==> src/include/oss_map.vh <==
// oss_map.vh: source codes and timing constants for the output source selector
// assumes: included by core/oss_selector.v and by the checker and the bench
`ifndef OSS_MAP_VH
`define OSS_MAP_VH
`define OSS_SEL_W 7
`define OSS_SRC_GROSS_OVSPD 7'h2f
`define OSS_SRC_START_RELAY 7'h30
`define OSS_SRC_TEMP_OPEN 7'h31
`define OSS_SRC_UNDER_FREQ 7'h32
`define OSS_SRC_UNDER_SPEED 7'h33
`define OSS_SRC_MAINT_DUE 7'h34
`define OSS_SRC_STOP_MODE 7'h35
`define OSS_SRC_AUTO_MODE 7'h36
`define OSS_SRC_MANUAL_MODE 7'h37
`define OSS_SRC_PREHEAT 7'h38
`define OSS_SRC_FUEL_XFER 7'h39
`define OSS_SRC_VALVE_PULL 7'h3a
`define OSS_SRC_VALVE_HOLD 7'h3b
`define OSS_SRC_LOW_IDLE 7'h3c
`define OSS_SRC_COOLANT 7'h3d
`define OSS_SRC_KEYSWITCH 7'h3e
`define OSS_SRC_GEN_OPEN 7'h3f
`define OSS_SRC_GEN_CLOSE 7'h40
`define OSS_SRC_MAINS_OPEN 7'h41
`define OSS_SRC_MAINS_CLOSE 7'h42
`define OSS_SRC_IDLE_ON 7'h43
`define OSS_SRC_IDLE_OFF 7'h44
`define OSS_CLK_MHZ 125
`define OSS_PULSE_MS_DEF 1000
`define OSS_PULL_MS_DEF 2000
`define OSS_CYC_PER_MS (`OSS_CLK_MHZ * 1000)
`define OSS_PULSE_CYC_DEF (`OSS_PULSE_MS_DEF * `OSS_CYC_PER_MS)
`define OSS_PULL_CYC_DEF (`OSS_PULL_MS_DEF * `OSS_CYC_PER_MS)
`define OSS_CNT_W 32
`endif

==> src/core/oss_selector.v <==
// oss_selector.v: per-output source selector with pulse and latch generators
// assumes: condition flags come from logic on clk_in; durations in clock cycles
`timescale 1ns/1ps
`default_nettype none
`include "oss_map.vh"

////////////////////////////////////////////////////////////////////////////////
// Functional notes
// - code 47 gross overspeed shutdown alarm
// - code 48 follows starter relay drive
// - code 49 temperature sensor open alarm
// - code 50 under-frequency shutdown alarm
// - code 51 under-speed shutdown alarm
// - code 52 maintenance due alarm
// - code 53 stop sequence initiated
// - code 54 automatic mode active
// - code 55 manual mode active
// - code 56 preheat from start until timer expiry
// - code 57 mirrors automatic fuel transfer drive
// - code 58 high for set time after start
// - code 59 start sets, stop plus stopped clears
// - code 60 low idle speed
// - code 61 coolant outside set-point band
// - code 62 on in start, off in stop
// - codes 63/64 gen breaker open/close pulse
// - codes 65/66 mains breaker open/close pulse
// - codes 67/68 idle mode on/off pulse
module oss_selector #(
  parameter N_OUT = 8,
  parameter [31:0] PULSE_CYC = `OSS_PULSE_CYC_DEF,
  parameter [31:0] PULL_CYC = `OSS_PULL_CYC_DEF
) (
  input wire clk_in,
  input wire arst_n_in,
  input wire [N_OUT*`OSS_SEL_W-1:0] sel_flat_in,
  input wire gross_overspeed_in,
  input wire start_relay_in,
  input wire temp_open_in,
  input wire under_freq_in,
  input wire under_speed_in,
  input wire maint_due_in,
  input wire stop_seq_in,
  input wire auto_mode_in,
  input wire manual_mode_in,
  input wire preheat_start_in,
  input wire preheat_expired_in,
  input wire fuel_xfer_in,
  input wire start_cmd_in,
  input wire stop_cmd_in,
  input wire engine_stopped_in,
  input wire low_idle_in,
  input wire coolant_out_band_in,
  input wire start_seq_in,
  input wire gen_open_req_in,
  input wire gen_close_req_in,
  input wire mains_open_req_in,
  input wire mains_close_req_in,
  input wire idle_on_req_in,
  input wire idle_off_req_in,
  output wire injector_valve_pull_out,
  output wire injector_valve_hold_out,
  output reg [N_OUT-1:0] pins_out
);

////////////////////////////////////////////////////////////////////////////////
// preheat, valve pull and valve hold state

reg preheat_q;
reg hold_q;
reg stop_seen_q;
reg start_cmd_q;
reg pull_q;
reg [`OSS_CNT_W-1:0] pull_cnt_q;
wire start_rise = start_cmd_in & ~start_cmd_q;

assign injector_valve_pull_out = pull_q;
assign injector_valve_hold_out = hold_q;

always @(posedge clk_in or negedge arst_n_in) begin
  if (!arst_n_in) begin
    preheat_q <= 1'b0;
    hold_q <= 1'b0;
    stop_seen_q <= 1'b0;
    start_cmd_q <= 1'b0;
    pull_q <= 1'b0;
    pull_cnt_q <= {`OSS_CNT_W{1'b0}};
  end else begin
    start_cmd_q <= start_cmd_in;
    if (preheat_expired_in) begin
      preheat_q <= 1'b0;
    end else if (preheat_start_in) begin
      preheat_q <= 1'b1;
    end
    if (start_rise) begin
      pull_q <= 1'b1;
      pull_cnt_q <= PULL_CYC;
    end else if (pull_q) begin
      if (pull_cnt_q <= 32'h0000_0001) begin
        pull_q <= 1'b0;
        pull_cnt_q <= {`OSS_CNT_W{1'b0}};
      end else begin
        pull_cnt_q <= pull_cnt_q - 32'h0000_0001;
      end
    end
    if (start_cmd_in) begin
      hold_q <= 1'b1;
      stop_seen_q <= 1'b0;
    end else if (hold_q) begin
      if ((stop_seen_q | stop_cmd_in) & engine_stopped_in) begin
        hold_q <= 1'b0;
        stop_seen_q <= 1'b0;
      end else if (stop_cmd_in) begin
        stop_seen_q <= 1'b1;
      end
    end
  end
end

////////////////////////////////////////////////////////////////////////////////
// breaker and idle pulse generators

localparam N_PLS = 6;
wire [N_PLS-1:0] req_w = {idle_off_req_in, idle_on_req_in, mains_close_req_in,
                          mains_open_req_in, gen_close_req_in, gen_open_req_in};
reg [N_PLS-1:0] req_q;
reg [N_PLS-1:0] pls_q;
reg [`OSS_CNT_W-1:0] pls_cnt_q [0:N_PLS-1];
integer p;

always @(posedge clk_in or negedge arst_n_in) begin
  if (!arst_n_in) begin
    req_q <= {N_PLS{1'b0}};
    pls_q <= {N_PLS{1'b0}};
    for (p = 0; p < N_PLS; p = p + 1) begin
      pls_cnt_q[p] <= {`OSS_CNT_W{1'b0}};
    end
  end else begin
    req_q <= req_w;
    for (p = 0; p < N_PLS; p = p + 1) begin
      if (req_w[p] & ~req_q[p] & ~pls_q[p]) begin
        pls_q[p] <= 1'b1;
        pls_cnt_q[p] <= PULSE_CYC;
      end else if (pls_q[p]) begin
        if (pls_cnt_q[p] <= 32'h0000_0001) begin
          pls_q[p] <= 1'b0;
          pls_cnt_q[p] <= {`OSS_CNT_W{1'b0}};
        end else begin
          pls_cnt_q[p] <= pls_cnt_q[p] - 32'h0000_0001;
        end
      end
    end
  end
end

////////////////////////////////////////////////////////////////////////////////
// condition vector bit positions

localparam C_GROSS = 0;
localparam C_START_RELAY = 1;
localparam C_TEMP_OPEN = 2;
localparam C_UNDER_FREQ = 3;
localparam C_UNDER_SPEED = 4;
localparam C_MAINT_DUE = 5;
localparam C_STOP_MODE = 6;
localparam C_AUTO_MODE = 7;
localparam C_MANUAL_MODE = 8;
localparam C_PREHEAT = 9;
localparam C_FUEL_XFER = 10;
localparam C_VALVE_PULL = 11;
localparam C_VALVE_HOLD = 12;
localparam C_LOW_IDLE = 13;
localparam C_COOLANT = 14;
localparam C_KEYSWITCH = 15;
localparam C_GEN_OPEN = 16;
localparam C_GEN_CLOSE = 17;
localparam C_MAINS_OPEN = 18;
localparam C_MAINS_CLOSE = 19;
localparam C_IDLE_ON = 20;
localparam C_IDLE_OFF = 21;

////////////////////////////////////////////////////////////////////////////////
// source decode

function src_pick;
  input [`OSS_SEL_W-1:0] code;
  input [27:0] c;
  begin
    case (code)
      `OSS_SRC_GROSS_OVSPD: src_pick = c[C_GROSS];
      `OSS_SRC_START_RELAY: src_pick = c[C_START_RELAY];
      `OSS_SRC_TEMP_OPEN: src_pick = c[C_TEMP_OPEN];
      `OSS_SRC_UNDER_FREQ: src_pick = c[C_UNDER_FREQ];
      `OSS_SRC_UNDER_SPEED: src_pick = c[C_UNDER_SPEED];
      `OSS_SRC_MAINT_DUE: src_pick = c[C_MAINT_DUE];
      `OSS_SRC_STOP_MODE: src_pick = c[C_STOP_MODE];
      `OSS_SRC_AUTO_MODE: src_pick = c[C_AUTO_MODE];
      `OSS_SRC_MANUAL_MODE: src_pick = c[C_MANUAL_MODE];
      `OSS_SRC_PREHEAT: src_pick = c[C_PREHEAT];
      `OSS_SRC_FUEL_XFER: src_pick = c[C_FUEL_XFER];
      `OSS_SRC_VALVE_PULL: src_pick = c[C_VALVE_PULL];
      `OSS_SRC_VALVE_HOLD: src_pick = c[C_VALVE_HOLD];
      `OSS_SRC_LOW_IDLE: src_pick = c[C_LOW_IDLE];
      `OSS_SRC_COOLANT: src_pick = c[C_COOLANT];
      `OSS_SRC_KEYSWITCH: src_pick = c[C_KEYSWITCH];
      `OSS_SRC_GEN_OPEN: src_pick = c[C_GEN_OPEN];
      `OSS_SRC_GEN_CLOSE: src_pick = c[C_GEN_CLOSE];
      `OSS_SRC_MAINS_OPEN: src_pick = c[C_MAINS_OPEN];
      `OSS_SRC_MAINS_CLOSE: src_pick = c[C_MAINS_CLOSE];
      `OSS_SRC_IDLE_ON: src_pick = c[C_IDLE_ON];
      `OSS_SRC_IDLE_OFF: src_pick = c[C_IDLE_OFF];
      default: src_pick = 1'b0;
    endcase
  end
endfunction

// keyswitch: on during start sequence, forced off during stop
wire key_w = start_seq_in & ~stop_seq_in;
wire [27:0] cond_w;
assign cond_w[C_GROSS] = gross_overspeed_in;
assign cond_w[C_START_RELAY] = start_relay_in;
assign cond_w[C_TEMP_OPEN] = temp_open_in;
assign cond_w[C_UNDER_FREQ] = under_freq_in;
assign cond_w[C_UNDER_SPEED] = under_speed_in;
assign cond_w[C_MAINT_DUE] = maint_due_in;
assign cond_w[C_STOP_MODE] = stop_seq_in;
assign cond_w[C_AUTO_MODE] = auto_mode_in;
assign cond_w[C_MANUAL_MODE] = manual_mode_in;
assign cond_w[C_PREHEAT] = preheat_q;
assign cond_w[C_FUEL_XFER] = fuel_xfer_in;
assign cond_w[C_VALVE_PULL] = pull_q;
assign cond_w[C_VALVE_HOLD] = hold_q;
assign cond_w[C_LOW_IDLE] = low_idle_in;
assign cond_w[C_COOLANT] = coolant_out_band_in;
assign cond_w[C_KEYSWITCH] = key_w;
assign cond_w[C_GEN_OPEN] = pls_q[0];
assign cond_w[C_GEN_CLOSE] = pls_q[1];
assign cond_w[C_MAINS_OPEN] = pls_q[2];
assign cond_w[C_MAINS_CLOSE] = pls_q[3];
assign cond_w[C_IDLE_ON] = pls_q[4];
assign cond_w[C_IDLE_OFF] = pls_q[5];
// spare positions, never selected
assign cond_w[27:22] = 6'h00;
integer i;

always @(posedge clk_in or negedge arst_n_in) begin
  if (!arst_n_in) begin
    pins_out <= {N_OUT{1'b0}};
  end else begin
    for (i = 0; i < N_OUT; i = i + 1) begin
      pins_out[i] <= src_pick(sel_flat_in[i*`OSS_SEL_W +: `OSS_SEL_W], cond_w);
    end
  end
end

endmodule
`default_nettype wire

==> config.mk <==
export PLATFORM = sky130hd
export DESIGN_NAME = oss_selector
export DESIGN_NICKNAME = d
export VERILOG_FILES = /design/src/core/oss_selector.v
export VERILOG_INCLUDE_DIRS = /design/src /design/src/include
export SDC_FILE = /design/constraint.sdc
export NUM_CORES = 1
export LEC_CHECK = 0
export ABC_AREA = 1
export BUFFER_PORTS_ARGS = -buffer_cell sky130_fd_sc_hd__buf_4
export CAP_MARGIN = 20
export CELL_PAD_IN_SITES_DETAIL_PLACEMENT = 1
export CELL_PAD_IN_SITES_GLOBAL_PLACEMENT = 2
export CORE_MARGIN = 2
export CORE_UTILIZATION = 38
export CTS_BUF_LIST = sky130_fd_sc_hd__clkbuf_4 sky130_fd_sc_hd__clkbuf_8 sky130_fd_sc_hd__clkbuf_16
export DETAILED_ROUTE_END_ITERATION = 7
export PLACE_DENSITY_LB_ADDON = 0.1
export SLEW_MARGIN = 15
export SYNTH_ARGS = -nofsm -noshare
export SYNTH_HDL_FRONTEND = slang
export SYNTH_SLANG_ARGS = --single-unit
==> constraint.sdc <==
create_clock -name clk_in -period 2.6 [get_ports clk_in]
set_input_delay 0.39 -clock clk_in [delete_from_list [all_inputs] [get_ports clk_in]]
set_output_delay 0.39 -clock clk_in [all_outputs]
set_load 0.005 [all_outputs]
==> results_dict.tcl <==
set metrics [dict create \
    status "finished, final reports clean" \
    ys_warn_count 0 \
    grt_pass1_vias 19394 \
    first_pass_iters 5 \
    peakVddDrop_mv 0.481 \
    synth_common_cells "804 x nand2_1, 466 x nor2_1, 309 x inv_1, 249 x dfrtp_1, 237 x nand3_1" \
    end_kind "flop" \
    path_cells "inv_1, ha_1, nor2_1, nor2_1, nand3_1, o21ai_4, o21ai_0" \
    start_util 0.385 \
    worst_slack_ns 0.602 \
    p_per_area_mw_per_mm2 468 \
    synthesis.area_mm2 0.0184 \
    netlist_instances 2774 \
    critPathMaxFanout 22 \
    rsz0062_at_grt "false" \
    yosysUniqueCellTypes 42 \
    tns_ns 0 \
    cpPeakStageDelay_ns 0.58 \
    async_reset_ff_frac 1.00 \
    post-route-period-util 0.769 \
    synth_nets 2870 \
    clkSinkCount 249 \
    hold_viol 0 \
    cts_max_path_buffers 3 \
    nNetsFinal 2994 \
    worstSkewPairLatency_ns 0.54 \
    grt_max_degree 86 \
    yosysMostFrequentCell "nand2_1" \
    synth_largest_area_cell "dfrtp_1" \
    holdPathStages 2 \
    grt_pass1_wl_um 102000 \
    pre_cts_ws_ns 0.620 \
    drv_cap 0 \
    slew_headroom 0.466 \
    hpwl_um 47400 \
    worstPathArrival_ns 2.37 \
    numCtsBuffers 35 \
    drt-wirelength-per-cell_um 17.7 \
    final_max_slew_viol_count 0 \
    synth-seq-area-share 0.338 \
    max_freq_ghz 0.500 \
    synthFlopType "dfrtp_1" \
    num_rows 80 \
    grt_usage 0.253 \
    synth.top_cell.area_share 0.338 \
    area_growth_syn_to_layout_pct 14.9 \
    cts-hold-fix-buffers 9 \
    antenna_left 0 \
    cts_tree "built" \
    start_kind "flop" \
    avgSynthCellArea_um2 6.65 \
    fill_cells 6231 \
    cp.required_ns 2.97 \
    ctsResizeCount 0 \
    route.detailed.drc 0 \
    synth_seq_cells 249 \
    tightest_slew_ns 0.800 \
    path_clk_slew_ns 0.06 \
    root_buffer "clkbuf_16" \
    critical_path_class "reg -> reg" \
    total_leakage_power_nw 9.33 \
    period_needed_ns 2.00 \
    crit_slowest_cell "o21ai_4" \
    gr-total-overflow 0 \
    cpMostUsedCell "nor2_1" \
    vias 18313 \
    skew_ns 0.0243 \
    hp-class "in -> reg" \
    post_cts_buffers 0 \
    die_w_um 224 \
    synth_edf_count 0 \
    stdcell_area_mm2 0.0212 \
    setup_viol 0 \
    drtIter0Drc 945 \
    gp_congestion 0.853 \
    io_buffers 91 \
    drive_above_1_share 0.119 \
    viasPerCell 5.17 \
    multi_input_comb_area_mm2 0.0107 \
    die_h_um 224 \
    regArea_mm2 0.00623 \
    h-tree-depth 2 \
    synth_area_leaders "dfrtp_1 34%, nand2_1 16%, nor2_1 9.5%, nand3_1 6.4%, inv_1 6.3%" \
    die-area_mm2 0.0503 \
    dpl_cell_area_mm2 0.0199 \
    antenna_found_initial 8 \
    pin_count 92 \
    reg2reg_depth 7 \
    core-area_mm2 0.0478 \
    drt_wl_total_um 62700 \
]
[through the flow]
step | hold WS [ns] | total power [mW] | util | std cells
3_5_place_dp | 0.490 | 4.98 | 0.416 | 3467
6_report | 0.0363 | 9.91 | 0.443 | 3541
5_1_grt | 0.0402 | 10.3 | 0.443 | 3541
4_1_cts | 0.00651 | 10.1 | 0.443 | 3537
3_3_place_gp | 0.491 | 4.96 | 0.416 | 3467
2_1_floorplan | 0.0944 | 4.54 | - | 2774
[cells in the final DEF (no fill, tap or decap), drive strengths merged, types with 50 or more instances in the layout]
cell type  instances
nand3            267
inv              313
buf              132
o21ai            178
nand4             52
nor2             534
xor2             110
o21bai            75
dfrtp            249
nand2            837
clkbuf            50
[report_power, final]
group	internal, mW	total (mW)	switching, mW
logic	0.313	0.884	0.571
registers	3.95	4.03	0.0843
clock network	3.09	4.99	1.91
total	7.35	9.91	2.56
[routing by layer]
layer  global-route usage  vias to the layer above  wire [µm]
met5                    0                        -         48
met4               0.0855                        8       1900
met3               0.0329                      108       2160
met2                0.433                      263      29600
met1                0.330                     8894      29000
li1                     -                     9040          -
[path summary, 6_finish.rpt]
| check | slack [ns] | endpoint | startpoint |
|---|---|---|---|
| worst min register to register | 0.52 | pull_cnt_q[1] | pull_cnt_q[1] |
| worst max-delay path | 0.60 | pls_cnt_q[173] | pls_cnt_q[160] |
| min in group asynchronous | 0.50 | pls_cnt_q[14] | arst_n_in |
| worst max register to register | 0.60 | pls_cnt_q[173] | pls_cnt_q[160] |
| worst min-delay path | 0.04 | stop_seen_q | engine_stopped_in |
| max in group asynchronous | 1.33 | pls_cnt_q[86] | arst_n_in |
[state kept, by name, summed over array words and instances, names as in the netlist]
signal / cells
injector_valve_hold_out: 1
injector_valve_pull_out: 1
pins_out: 8
pls_cnt_q: 192
pls_q: 6
preheat_q: 1
pull_cnt_q: 32
req_q: 6
start_cmd_q: 1
stop_seen_q: 1
[worst max-delay path: cells and delay by family (launching register included)]
| kind | cells | cell delay [ns] |
|---|---|---|
| buffers and inverters | 1 | 0.09 |
| and+or+nand+nor | 3 | 0.32 |
| AOI/OAI and AO/OA | 2 | 0.75 |
| DFF | 1 | 0.41 |
| adders and majority gates | 1 | 0.27 |
[cells by family after synthesis]
group / share of synthesized area
AO/OA/AOI/OAI: 0.0976
XOR/XNOR: 0.0594
adder cells (fa/ha/maj): 0.00950
buffers and inverters: 0.0830
flip-flops: 0.338
AND/OR/NAND/NOR: 0.413
[cell type report]
class	instances	area share
inverters	316	0.0560
flip-flops and latches	249	0.294
clock inverters	11	0.00643
well taps	615	0.0363
clock buffers	50	0.0493
diodes	4	0.000472
repair buffers	141	0.0537
multi-input cells	2155	0.504
No activity file was read; power rests on OpenSTA's default activity.
